==> src/common/fsq_params.svh <==
// Offsets, field positions, reset values and timing counts of the fetch sequencer
`ifndef FSQ_PARAMS_SVH
`define FSQ_PARAMS_SVH
// Register indices; byte address is four times the index
`define FSQ_IDX_PC_LOW       8'h06
`define FSQ_IDX_TBL_PTR      8'h07
`define FSQ_IDX_TBL_HIGH     8'h08
`define FSQ_IDX_BANK_SEL     8'h1C
`define FSQ_IDX_SEQ_STATUS   8'h20
// Reset values
`define FSQ_RST_PC           13'h0000
`define FSQ_RST_BANK         2'h0
`define FSQ_RST_BYTE         8'h00
// Interrupt vectors within the current bank
`define FSQ_VEC_TMR0         13'h0008
`define FSQ_VEC_TMR1         13'h000C
// Timing: oscillator halved, four phases per instruction cycle
`define FSQ_OSC_DIV          2
`define FSQ_PHASES           4
`define FSQ_PCLK_PER_ICYC    (`FSQ_OSC_DIV * `FSQ_PHASES)
`define FSQ_CNT_LAST         3'h7
`define FSQ_CNT_SAMPLE_END   3'h1
// Address layout
`define FSQ_SAMPLE_SHIFT     5
`define FSQ_PAGE_LSB         8
`define FSQ_LAST_PAGE        5'h1F
`endif

==> src/common/fsq_pkg.sv <==
// Types shared by the fetch sequencer and its decoder
`default_nettype none
package fsq_pkg;
    // Control request from the instruction decoder for the word being executed
    typedef enum logic [2:0] {
        FSQ_OP_NONE  = 3'h0,
        FSQ_OP_JUMP  = 3'h1,
        FSQ_OP_CALL  = 3'h2,
        FSQ_OP_RET   = 3'h3,
        FSQ_OP_SKIP  = 3'h4,
        FSQ_OP_TBL_C = 3'h5,
        FSQ_OP_TBL_L = 3'h6
    } fsq_op_t;
    typedef struct packed {
        fsq_op_t     op;       // Control action
        logic [12:0] target;   // Jump or call destination
        logic [7:0]  ram_addr; // Table read low-byte destination
    } fsq_cmd_t;
    // Table read low byte toward data memory
    typedef struct packed {
        logic       we;
        logic [7:0] addr;
        logic [7:0] data;
    } fsq_ram_wr_t;
endpackage
`default_nettype wire

==> src/rtl/fsq_seq.sv <==
// Fetch sequencer: phase timing, program counter, ROM addressing and table reads
//
// Overview of operation
// - System clock is oscillator divided by two
// - Instruction cycle is four non-overlapping phases
// - Fetch one cycle, execute the next
// - Program counter changes cost a dummy cycle
// - Program counter is thirteen bits wide
// - Counter increments after each fetch
// - Taken skip discards next word, continues plus two
// - Low byte write jumps within page
// - Reset starts at word zero, bank zero
// - Timer 0 vector 008H keeps bank
// - Timer 1 vector 00CH keeps bank
// - Jump and call load code field
// - Return reloads counter from stack top
// - Program address is bank above counter
// - Sample address is start shifted five
// - Table read splits word into two bytes
// - Table pointer readable, writable, loaded before read
// - Table high byte ignores writes
// - Table read takes two instruction cycles
// - Bank change applies after following instruction
// - Table page from counter or forced ones
// - Call and interrupt push the counter
`include "fsq_params.svh"
`default_nettype none
module fsq_seq #(
    parameter int PC_W   = 13,
    parameter int ROM_AW = 16
) (
    // Clock, reset, enable
    input  wire logic               pclk,
    input  wire logic               presetn,
    input  wire logic               clk_en,
    // APB slave
    input  wire logic               psel,
    input  wire logic               penable,
    input  wire logic               pwrite,
    input  wire logic [11:0]        paddr,
    input  wire logic [31:0]        pwdata,
    output logic      [31:0]        prdata,
    output logic                    pready,
    output logic                    pslverr,
    // Shared ROM
    output logic      [15:0]        rom_address_lines,
    input  wire logic [15:0]        rom_rdata,
    // Decoder side
    output logic      [15:0]        instr_word,
    output logic                    instr_exec,
    input  wire fsq_pkg::fsq_cmd_t  exec_cmd,
    // Return stack side
    input  wire logic [12:0]        stack_top,
    input  wire logic               stack_full,
    output logic                    stack_push,
    output logic                    stack_pop,
    output logic      [12:0]        push_addr,
    // Timer interrupts
    input  wire logic               tmr0_ovf,
    input  wire logic               tmr0_ien,
    input  wire logic               tmr1_ovf,
    input  wire logic               tmr1_ien,
    // Wavetable sample fetch
    input  wire logic               sample_req,
    input  wire logic [15:0]        sample_start_address,
    output logic      [15:0]        sample_data,
    output logic                    sample_valid,
    // Data memory write and timing
    output fsq_pkg::fsq_ram_wr_t    ram_wr,
    output logic      [3:0]         phase_clk,
    output logic                    sys_clk
);
    import fsq_pkg::*;

    // Only the documented widths are served
    if (PC_W != 13 || ROM_AW != 16) begin : g_width_chk
        $error("fsq_seq: PC_W must be 13 and ROM_AW 16");
    end

    // Slot kind of the current instruction cycle
    typedef enum logic [2:0] {
        FSQ_S_EXEC  = 3'b001,
        FSQ_S_DUMMY = 3'b010,
        FSQ_S_TABLE = 3'b100
    } fsq_slot_t;

    fsq_slot_t   slot_r;          // What this instruction cycle does
    fsq_slot_t   slot_nxt;        // Slot of the next cycle
    logic [2:0]  cnt_r;           // pclk count inside an instruction cycle
    logic [12:0] pc_r;            // Address being fetched this cycle
    logic [12:0] pc_nxt;          // Counter after this cycle
    logic [15:0] instr_r;         // Word fetched last cycle
    logic [1:0]  bank_r;          // Bank used for fetches
    logic [1:0]  bank_wr_r;       // Last bank written by software
    logic [1:0]  bank_mid_r;      // Bank waiting one instruction
    logic [1:0]  bank_dly_r;      // Pending-apply stages
    logic [7:0]  tbl_ptr_r;       // Table pointer
    logic [7:0]  tbl_high_r;      // Table high byte
    logic        tbl_last_r;      // Table read targets the last page
    logic [7:0]  tbl_dst_r;       // Low byte destination
    logic [7:0]  pcl_wdat_r;      // Short jump destination byte
    logic        pcl_pend_r;      // Short jump awaiting cycle end
    logic        irq0_pend_r;     // Latched timer 0 request
    logic        irq1_pend_r;     // Latched timer 1 request
    logic        cyc_end;         // Last pclk of an instruction cycle
    logic        exec_ok;         // Executing a real word
    logic        take_irq;        // Vectoring after a plain word
    logic        ctl_xfer;        // Counter loaded non-sequentially
    logic        acc_done;        // APB access completes
    logic        wr_done;         // APB write completes
    logic [7:0]  reg_idx;         // Word index; aliases map to unused FFH
    logic [31:0] rd_mux;          // Read data for the index
    logic        rd_hit;          // Index is mapped
    logic [15:0] prog_addr;       // Program or table ROM address
    logic [15:0] smp_addr;        // Wavetable ROM address

    assign cyc_end  = clk_en && (cnt_r == `FSQ_CNT_LAST);
    assign exec_ok  = (slot_r == FSQ_S_EXEC);
    assign take_irq = exec_ok && !stack_full && (irq0_pend_r || irq1_pend_r) &&
                      exec_cmd.op == FSQ_OP_NONE && !pcl_pend_r;
    assign acc_done = clk_en && psel && penable && pready;
    assign wr_done  = acc_done && pwrite;
    assign reg_idx  = (paddr[11:10] == 2'h0 && paddr[1:0] == 2'h0) ? paddr[9:2] : 8'hFF;

    // Cycle counter: bit 0 halves, upper bits pick the phase
    always_ff @(posedge pclk or negedge presetn) begin
        if (!presetn) begin
            cnt_r <= 3'h0;
        end else if (clk_en) begin
            cnt_r <= cnt_r + 3'h1;
        end
    end

    // Halved system clock and one-hot phase clocks
    always_ff @(posedge pclk or negedge presetn) begin
        if (!presetn) begin
            sys_clk   <= 1'b0;
            phase_clk <= 4'h0;
        end else if (clk_en) begin
            sys_clk   <= ~cnt_r[0];
            phase_clk <= 4'h1 << (2'(cnt_r[2:1] + {1'b0, cnt_r[0]}));
        end
    end

    // Next counter and slot; interrupts only between real words
    always_comb begin
        pc_nxt   = pc_r + 13'h1;
        slot_nxt = FSQ_S_EXEC;
        ctl_xfer = 1'b0;
        case (slot_r)
            FSQ_S_EXEC: begin
                if (take_irq) begin
                    pc_nxt   = irq0_pend_r ? `FSQ_VEC_TMR0 : `FSQ_VEC_TMR1;
                    ctl_xfer = 1'b1;
                end else begin
                    case (exec_cmd.op)
                        FSQ_OP_JUMP, FSQ_OP_CALL: begin
                            pc_nxt   = exec_cmd.target;
                            ctl_xfer = 1'b1;
                        end
                        FSQ_OP_RET: begin
                            pc_nxt   = stack_top;
                            ctl_xfer = 1'b1;
                        end
                        FSQ_OP_SKIP: begin
                            pc_nxt   = pc_r + 13'h1;
                            ctl_xfer = 1'b1;
                        end
                        FSQ_OP_TBL_C, FSQ_OP_TBL_L: begin
                            pc_nxt   = pc_r + 13'h1;
                            slot_nxt = FSQ_S_TABLE;
                        end
                        default: begin
                            if (pcl_pend_r) begin
                                pc_nxt   = {pc_r[12:8], pcl_wdat_r};
                                ctl_xfer = 1'b1;
                            end
                        end
                    endcase
                end
                if (ctl_xfer) begin
                    slot_nxt = FSQ_S_DUMMY;
                end
            end
            FSQ_S_TABLE: begin
                // Held word was fetched already; counter waits
                pc_nxt = pc_r;
            end
            FSQ_S_DUMMY: begin
                pc_nxt = pc_r + 13'h1;
            end
            default: begin
                slot_nxt = FSQ_S_DUMMY;
            end
        endcase
    end

    // Program counter and slot advance once per instruction cycle
    always_ff @(posedge pclk or negedge presetn) begin
        if (!presetn) begin
            pc_r   <= `FSQ_RST_PC;
            slot_r <= FSQ_S_DUMMY;
        end else if (cyc_end) begin
            pc_r   <= pc_nxt;
            slot_r <= slot_nxt;
        end
    end

    // Fetched word register; kept across the table slot
    always_ff @(posedge pclk or negedge presetn) begin
        if (!presetn) begin
            instr_r    <= 16'h0000;
            instr_exec <= 1'b0;
        end else if (cyc_end) begin
            if (slot_r != FSQ_S_TABLE) begin
                instr_r <= rom_rdata;
            end
            instr_exec <= (slot_nxt == FSQ_S_EXEC);
        end
    end
    assign instr_word = instr_r;

    // Stack strobes: calls and interrupts push, returns pop
    always_ff @(posedge pclk or negedge presetn) begin
        if (!presetn) begin
            stack_push <= 1'b0;
            stack_pop  <= 1'b0;
            push_addr  <= 13'h0000;
        end else if (clk_en) begin
            stack_push <= cyc_end && exec_ok && (take_irq || exec_cmd.op == FSQ_OP_CALL);
            stack_pop  <= cyc_end && exec_ok && !take_irq && exec_cmd.op == FSQ_OP_RET;
            if (cyc_end && exec_ok) begin
                // Fetched word is discarded on interrupt, so it is the return point
                push_addr <= pc_r;
            end
        end
    end

    // Pending timer requests; a new overflow wins over the clearing vector
    always_ff @(posedge pclk or negedge presetn) begin
        if (!presetn) begin
            irq0_pend_r <= 1'b0;
            irq1_pend_r <= 1'b0;
        end else if (clk_en) begin
            if (tmr0_ovf && tmr0_ien) begin
                irq0_pend_r <= 1'b1;
            end else if (cyc_end && take_irq && irq0_pend_r) begin
                irq0_pend_r <= 1'b0;
            end
            if (tmr1_ovf && tmr1_ien) begin
                irq1_pend_r <= 1'b1;
            end else if (cyc_end && take_irq && !irq0_pend_r) begin
                irq1_pend_r <= 1'b0;
            end
        end
    end

    // Bank select: written value reaches fetches two cycle ends later
    always_ff @(posedge pclk or negedge presetn) begin
        if (!presetn) begin
            bank_r     <= `FSQ_RST_BANK;
            bank_wr_r  <= `FSQ_RST_BANK;
            bank_mid_r <= `FSQ_RST_BANK;
            bank_dly_r <= 2'h0;
        end else if (clk_en) begin
            if (wr_done && reg_idx == `FSQ_IDX_BANK_SEL) begin
                bank_wr_r  <= pwdata[1:0];
                bank_dly_r <= 2'h2;
            end else if (cyc_end && bank_dly_r != 2'h0) begin
                bank_dly_r <= bank_dly_r - 2'h1;
            end
            if (cyc_end) begin
                bank_mid_r <= bank_wr_r;
                if (bank_dly_r == 2'h1) begin
                    bank_r <= bank_mid_r;
                end
            end
        end
    end

    // Table pointer and short jump byte from software
    always_ff @(posedge pclk or negedge presetn) begin
        if (!presetn) begin
            tbl_ptr_r  <= `FSQ_RST_BYTE;
            pcl_wdat_r <= `FSQ_RST_BYTE;
            pcl_pend_r <= 1'b0;
        end else if (clk_en) begin
            if (wr_done && reg_idx == `FSQ_IDX_TBL_PTR) begin
                tbl_ptr_r <= pwdata[7:0];
            end
            if (wr_done && reg_idx == `FSQ_IDX_PC_LOW) begin
                pcl_wdat_r <= pwdata[7:0];
                pcl_pend_r <= 1'b1;
            end else if (cyc_end && ctl_xfer && exec_cmd.op == FSQ_OP_NONE && !take_irq) begin
                pcl_pend_r <= 1'b0;
            end
        end
    end

    // Table read request captured from the executing word
    always_ff @(posedge pclk or negedge presetn) begin
        if (!presetn) begin
            tbl_last_r <= 1'b0;
            tbl_dst_r  <= `FSQ_RST_BYTE;
        end else if (cyc_end && exec_ok && !take_irq) begin
            tbl_last_r <= (exec_cmd.op == FSQ_OP_TBL_L);
            tbl_dst_r  <= exec_cmd.ram_addr;
        end
    end

    // Table word split: low byte to data memory, high byte held here
    always_ff @(posedge pclk or negedge presetn) begin
        if (!presetn) begin
            tbl_high_r <= `FSQ_RST_BYTE;
            ram_wr     <= '0;
        end else if (clk_en) begin
            ram_wr.we <= 1'b0;
            if (cyc_end && slot_r == FSQ_S_TABLE) begin
                tbl_high_r  <= rom_rdata[15:8];
                ram_wr.we   <= 1'b1;
                ram_wr.addr <= tbl_dst_r;
                ram_wr.data <= rom_rdata[7:0];
            end
        end
    end

    // ROM address forms: program, table page and wavetable sample
    always_comb begin
        if (slot_r == FSQ_S_TABLE) begin
            prog_addr = {1'b0, bank_r,
                         tbl_last_r ? `FSQ_LAST_PAGE : pc_r[12:8], tbl_ptr_r};
        end else begin
            prog_addr = {1'b0, bank_r, pc_r};
        end
        smp_addr = {sample_start_address[10:0], 5'h00};
    end

    // Shared ROM port: first system clock sample, the rest program
    always_ff @(posedge pclk or negedge presetn) begin
        if (!presetn) begin
            rom_address_lines <= 16'h0000;
        end else if (clk_en) begin
            // Sample slot is cnt 0..1; table and program keep cnt 2..7
            rom_address_lines <= ((cnt_r == `FSQ_CNT_LAST || cnt_r == 3'h0) && sample_req) ?
                                 smp_addr : prog_addr;
        end
    end

    // Sample word capture at end of its slot
    always_ff @(posedge pclk or negedge presetn) begin
        if (!presetn) begin
            sample_data  <= 16'h0000;
            sample_valid <= 1'b0;
        end else if (clk_en) begin
            sample_valid <= 1'b0;
            if (cnt_r == `FSQ_CNT_SAMPLE_END && rom_address_lines == smp_addr && sample_req) begin
                sample_data  <= rom_rdata;
                sample_valid <= 1'b1;
            end
        end
    end

    // Register read decode; high byte writes are simply dropped
    always_comb begin
        rd_mux = 32'h0000_0000;
        rd_hit = 1'b1;
        case (reg_idx)
            `FSQ_IDX_PC_LOW:     rd_mux = {24'h000000, pc_r[7:0]};
            `FSQ_IDX_TBL_PTR:    rd_mux = {24'h000000, tbl_ptr_r};
            `FSQ_IDX_TBL_HIGH:   rd_mux = {24'h000000, tbl_high_r};
            `FSQ_IDX_BANK_SEL:   rd_mux = {30'h0, bank_wr_r};
            `FSQ_IDX_SEQ_STATUS: rd_mux = {12'h000, irq1_pend_r, irq0_pend_r, slot_r,
                                           bank_r, pc_r};
            default:             rd_hit = 1'b0;
        endcase
    end

    // APB slave: no wait states, ready and data registered
    always_ff @(posedge pclk or negedge presetn) begin
        if (!presetn) begin
            pready  <= 1'b0;
            prdata  <= 32'h0000_0000;
            pslverr <= 1'b0;
        end else if (clk_en) begin
            pready  <= psel && !penable;
            pslverr <= psel && !penable && !rd_hit;
            prdata  <= (psel && !penable && !pwrite) ? rd_mux : 32'h0000_0000;
        end
    end
endmodule // fsq_seq
`default_nettype wire

==> config.mk <==
export PLATFORM = sky130hd
export DESIGN_NAME = fsq_seq
export DESIGN_NICKNAME = d
export VERILOG_FILES = /design/src/common/fsq_pkg.sv /design/src/rtl/fsq_seq.sv
export VERILOG_INCLUDE_DIRS = /design/src /design/src/common
export SDC_FILE = /design/constraint.sdc
export NUM_CORES = 1
export LEC_CHECK = 0
export ABC_AREA = 1
export CORE_MARGIN = 2
export CORE_UTILIZATION = 55
export CTS_BUF_LIST = sky130_fd_sc_hd__clkbuf_16
export CTS_CLUSTER_SIZE = 30
export DETAILED_ROUTE_END_ITERATION = 8
export DONT_BUFFER_PORTS = 1
export PLACE_DENSITY_LB_ADDON = 0.08
export SETUP_SLACK_MARGIN = 0.2
export SLEW_MARGIN = 20
export SYNTH_ARGS = -nofsm -noshare
export SYNTH_HDL_FRONTEND = slang
export SYNTH_SLANG_ARGS = --single-unit
==> constraint.sdc <==
create_clock -name pclk -period 2 [get_ports pclk]
set_input_delay 0.2 -clock pclk [delete_from_list [all_inputs] [get_ports pclk]]
set_output_delay 0.2 -clock pclk [all_outputs]
set_load 0.005 [all_outputs]
==> results.yml, run 1 <==
outcome:
  status: "finished, violations left"
  violations: "negative hold slack"
final_layout:
  syn_to_final_growth_pct: 19.7
  layout_commonest_cell: "nand2_1"
  finish.utilization: 0.666
  final_cell_mix: "328 x nand2_1, 168 x dfrtp_1, 121 x o21ai_0, 106 x inv_1, 64 x nand3_1"
  layout.nets: 1237
  drive_gt1_frac: 0.112
  n_fill_cell: 1297
  final_cell_area_um2: 10000
  layoutNonFillerInstCount: 1307
yosys:
  netlist_area_um2: 8370
  synth_cells: 1034
  synth_area_leaders: "dfrtp_1 51%, nand2_1 15%, o21ai_0 7.4%"
  synth_cell_types: 41
  yosysTopAreaCellShare: 0.508
  yosys.area.top_type: "dfrtp_1"
  seq_area_frac_synth: 0.511
  yosysWarnings: 0
  syn_avg_cell_area_um2: 8.10
  synth-seq-cells: 171
floorplan:
  die_height_um: 127
  io_pins: 246
  start_util: 0.557
  fp.coreArea_um2: 15000
  rows: 45
  die_area_um2: 16200
  die_w_um: 127
placement:
  place_inst: 1212
  io_buffers: 0
  gp_congestion: 0.959
  post-dp-hpwl_um: 15600
  place_area_um2: 8590
clock_network:
  clkSinkCount: 171
  root_buffer: "clkbuf_16"
  hold_buffers: 53
  cts.reportedPaths.clkPinSlew_ns: 0.06
  numCtsBuffers: 17
  h-tree-depth: 4
  cts_buffer_depth: 2
  cts_tree: "done"
  insertion_delay_ns: 0.43
timing:
  setup_tns_ns: 0
  period_share: 0.854
  setup_violations: 0
  hold_viol: 171
  fin_hold_ws_ns: -0.531
  drv_slew: 0
  rsz0062_at_grt: "false"
  fin_skew_ns: 0.0123
  post-route-min-period_ns: 1.71
  worst_slew_pin_slew_ns: 0.791
  fmax_mhz: 586
  relSlewSlack: 0.472
critical_path:
  worstPathCellList: "ha_2, ha_4, nand2_4, buf_6, nor2_4, inv_4, nor2_4, inv_1, o41ai_2"
  required_ns: 2.33
  r2r_end: "tbl_last_r"
  cp-end-kind: "flop"
  cp-start-kind: "flop"
  slowest_delay_ns: 0.37
  cp_slowest_cell: "dfrtp_1"
  crit_path_max_fanout: 5
  reg2reg_slack_ns: 0.29
  r2r-start: "cnt_r[1]"
  worstPathArrival_ns: 2.04
  cp_common_cell: "nor2_4"
  r2r_cells: 9
  path_class: "reg2reg"
detailed_routing:
  routedWlPerCell_um: 17.8
  routed_wl_um: 23300
  via_count: 7172
  drc: 0
  drtIter0Drc: 579
  via_per_inst: 5.49
  first_pass_iters: 5
  ant_nets: 0
global_routing:
  grt_pass1_wl_um: 34900
  antenna_found_initial: 1
  grt_max_degree: 172
  grt_pass1_vias: 6698
  gr-total-overflow: 0
  grt_usage: 0.277
hold_path:
  hold_class: "in2async"
pwr:
  power.leakage_nw: 5.15
  power.density_nw_per_um2: 1130
  ir_drop_mv: 0.662
flow_run:
  maxCapViolations: 0
[metal layers]
layer,GRT usage,wire length (µm),vias to the layer above
li1,-,-,3454
met1,0.374,10100,3399
met2,0.437,10900,289
met3,0.0896,2010,30
met4,0.0737,286,0
met5,0,0,-
[stage by stage]
stage	power, W	setup slack (ns)
after floorplan	0.00689	0.284
after global placement	0.00770	0.201
after detailed placement	0.00778	0.133
after CTS	0.0112	0.217
after global routing	0.0120	0.173
final	0.0113	0.292
[critical path, delay by kind of cell, from the launching register on]
family,cells,cell delay [ns]
flops,1,0.37
simple gates,3,0.37
fa+ha+maj,2,0.36
buf+inv,3,0.31
compound gates,1,0.19
[synthesized netlist by cell type]
cell type and number:
o41ai_1 1, or2_2 2, o21ai_0 124, nor3b_1 1, o21ai_1 3, a22oi_1 1, nor4_1 2, nor3_1 10
clkbuf_1 17, dfrtp_1 170, nand2_4 4, nand4_1 16, nand2_2 4, nor2_2 6, buf_6 1, ha_1 7
o211a_1 1, o22ai_1 6, inv_2 9, nand3_2 3, nand2_8 1, nand3_1 65, nor2_8 2, inv_1 108
a32o_1 1, a31o_1 1, a31oi_1 1, xor2_1 5, o221ai_1 5, a21oi_1 21, buf_4 14, nor2_4 7
dfstp_2 1, buf_2 13, conb_1 1, nand2_1 331, o211ai_1 6, nor2_1 54, nand3b_1 1, nand4_2 2
mux2_4 6
[power breakdown]
part	internal, W	leakage [nW]	switching [W]
clock	0.00184	0.272	0.00140
combinational	0.00111	2.68	0.00168
sequential	0.00436	2.20	0.000907
total	0.00731	5.15	0.00398
[worst max path at each step]
stage	start	slack [ns]	cells past startpoint	endpoint
2_1_floorplan	cnt_r[0]	0.28	9	instr_word[10]
3_3_place_gp	cnt_r[0]	0.20	8	rom_address_lines[7]
3_5_place_dp	cnt_r[0]	0.13	9	rom_address_lines[10]
4_1_cts	slot_r[2]	0.22	7	irq1_pend_r
5_1_grt	cnt_r[1]	0.17	9	tbl_last_r
6_report	cnt_r[1]	0.29	9	tbl_last_r
[final cells by class]
cell class	instances	area, µm²	area share
antenna	1	2.50	0.000250
clock buffer	17	425	0.0425
clock inverter	15	148	0.0147
inverter	117	445	0.0445
multi-input combinational	712	3540	0.354
sequential	171	4280	0.428
tap	188	235	0.0235
timing repair buffer	86	933	0.0932
[state kept, by name, summed over array words and instances (netlist names), 13 cells and up]
signal	cells
push_addr	13
pc_r	13
ram_wr	17
sample_data	16
prdata	20
rom_address_lines	16
instr_word	16
[cell families (layout without fill, tap and decap cells)]
logic type / count (synthesis) / in the layout / share of synthesized area
AOI/OAI and AO/OA: 171 / 171 / 0.110
xor gates and xnor gates: 5 / 5 / 0.00523
adders and majority gates: 7 / 7 / 0.0105
buffers and inverters: 162 / 235 / 0.0818
DFF: 171 / 171 / 0.511
muxes: 6 / 6 / 0.0108
other: 1 / 13 / 0.000448
and+or+nand+nor: 511 / 511 / 0.270
[repair_timing]
| item | 4_1_cts | 5_1_grt |
|---|---|---|
| gates cloned | 0 | 7 |
| setup endpoints to repair | 30 | 90 |
| buffers inserted | 0 | 2 |
| resized for setup | 5 | 34 |
| hold endpoints to repair | 263 | 171 |
| pin swaps | 0 | 4 |
No activity file was read; power rests on OpenSTA's default activity.
==> run 2: changes to the inputs <==
--- a/config.mk
+++ b/config.mk
@@ -7,10 +7,11 @@
 export NUM_CORES = 1
 export LEC_CHECK = 0
 export ABC_AREA = 1
+export CELL_PAD_IN_SITES_DETAIL_PLACEMENT = 0
+export CELL_PAD_IN_SITES_GLOBAL_PLACEMENT = 2
 export CORE_MARGIN = 2
-export CORE_UTILIZATION = 55
+export CORE_UTILIZATION = 30
 export CTS_BUF_LIST = sky130_fd_sc_hd__clkbuf_16
-export CTS_CLUSTER_SIZE = 30
 export DETAILED_ROUTE_END_ITERATION = 8
 export DONT_BUFFER_PORTS = 1
 export PLACE_DENSITY_LB_ADDON = 0.08
==> run 2 against run 1 <==
Effect of this change: the run still ends with negative hold slack left; register-to-register slack about the same; via count decreased by 2.0%; sequential share of layout area decreased by 1.7 points.
==> results.yml, run 2 (synthesized netlist as in run 1, its figures left out) <==
floorplan:
  rows: 61
  die_w_um: 171
  die_area_um2: 29300
  die_height_um: 171
  io_pins: 246
  fp.coreArea_um2: 27600
  start_util: 0.303
detailed_routing:
  first_pass_iters: 5
  drtIter0Drc: 363
  routed_wl_um: 28300
  via_count: 7025
  via_per_inst: 4.66
  drc: 0
  routedWlPerCell_um: 18.8
  ant_nets: 0
critical_path:
  r2r_cells: 8
  required_ns: 2.27
  reg2reg_slack_ns: 0.29
  path_class: "reg2reg"
  crit_path_max_fanout: 11
  cp-start-kind: "flop"
  worstPathArrival_ns: 1.98
  r2r_end: "rom_address_lines[8]"
  slowest_delay_ns: 0.40
  r2r-start: "cnt_r[1]"
  worstPathCellList: "ha_2, buf_4, nor2_1, nor3_2, inv_2, nand2_2, o221ai_1, o21ai_0"
  cp_slowest_cell: "dfrtp_1"
  cp-end-kind: "flop"
global_routing:
  grt_max_degree: 172
  grt_pass1_wl_um: 41500
  gr-total-overflow: 0
  antenna_found_initial: 0
  grt_pass1_vias: 6882
  grt_usage: 0.189
timing:
  fin_skew_ns: 0.0143
  period_share: 0.857
  setup_violations: 0
  rsz0062_at_grt: "true"
  fin_ws_ns: 0.286
  worst_slew_pin_slew_ns: 0.827
  setup_tns_ns: 0
  fin_hold_ws_ns: -0.544
  relSlewSlack: 0.449
  hold_viol: 172
  post-route-min-period_ns: 1.71
  fmax_mhz: 583
  drv_slew: 0
final_layout:
  final_cell_area_um2: 10400
  drive_gt1_frac: 0.130
  syn_to_final_growth_pct: 24.6
  largest_register_ffs: 20
  top_regs: "prdata: 20 flops, ram_wr: 17 flops"
  n_antenna_cell: 0
  layout_commonest_cell: "nand2_1"
  regMostFlops: "prdata"
  final_cell_mix: "324 x nand2_1, 168 x dfrtp_1, 119 x o21ai_0, 106 x inv_1, 65 x nand3_1"
  layout.nets: 1250
placement:
  pre_cts_slack_ns: 0.123
  io_buffers: 0
  place_area_um2: 8860
  post-dp-hpwl_um: 19600
  gp_congestion: 0.768
clock_network:
  clkSinkCount: 171
  cts_tree: "done"
  root_buffer: "clkbuf_16"
  insertion_delay_ns: 0.43
  numCtsBuffers: 17
  cts.reportedPaths.clkPinSlew_ns: 0.08
  h-tree-depth: 4
  cts_buffer_depth: 2
flow_run:
  maxCapViolations: 0
outcome:
  status: "finished, violations left"
  violations: "negative hold slack"
pwr:
  ir_drop_mv: 0.583
  power.density_nw_per_um2: 1130
  total_power_w: 0.0118
  power.leakage_nw: 5.25
hold_path:
  hold_class: "in2async"
run 2: worst max-delay path by stage:
stage	to	startpoint	slack [ns]	cells past startpoint
6_report	rom_address_lines[8]	cnt_r[1]	0.29	8
3_5_place_dp	rom_address_lines[8]	cnt_r[0]	0.12	9
2_1_floorplan	instr_word[10]	cnt_r[0]	0.28	9
5_1_grt	sample_data[3]	cnt_r[0]	0.16	10
4_1_cts	rom_address_lines[7]	cnt_r[0]	0.20	8
3_3_place_gp	rom_address_lines[9]	cnt_r[0]	0.13	9
run 2: power by group:
part	internal (W)	switching (W)	total, W
Clock	0.00187	0.00156	0.00343
Sequential	0.00435	0.000939	0.00529
Combinational	0.00127	0.00181	0.00308
run 2: timing repair:
item | in CTS | in global routing
endpoints found under the hold margin | 260 | 172
hold buffers | 53 | 1
buffers inserted | 0 | 11
pin swaps | 0 | 5
setup endpoints to repair | 44 | 81
resized for setup | 5 | 44
gates cloned | 1 | 7
run 2: critical path, delay by kind of cell (launching register included):
kind	cells	cell delay, ns
DFF	1	0.40
and+or+nand+nor	3	0.36
buffers and inverters	2	0.32
AOI/OAI and AO/OA	2	0.26
adders and majority gates	1	0.21
run 2: layout make-up:
| type | count | area (µm²) |
|---|---|---|
| clock buffer | 17 | 425 |
| clock inverter | 14 | 159 |
| fill | 2946 | 17200 |
| inverter | 117 | 445 |
| multi-input combinational | 712 | 3580 |
| sequential | 171 | 4280 |
| tap | 378 | 473 |
| timing repair buffer | 99 | 1070 |
run 2: through the flow:
| stage | std cells | utilization | hold slack (ns) |
|---|---|---|---|
| floorplan | 1045 | - | -0.0956 |
| global placement | 1404 | 0.321 | -0.0894 |
| detailed placement | 1404 | 0.321 | -0.0896 |
| CTS | 1489 | 0.362 | -0.559 |
| global route | 1508 | 0.377 | -0.575 |
| finish | 1508 | 0.377 | -0.544 |
run 2: layer usage:
layer	routed length (µm)	global-route usage
met1	12800	0.252
met2	13200	0.306
met3	2080	0.0546
met5	0	0
met4	167	0.0365
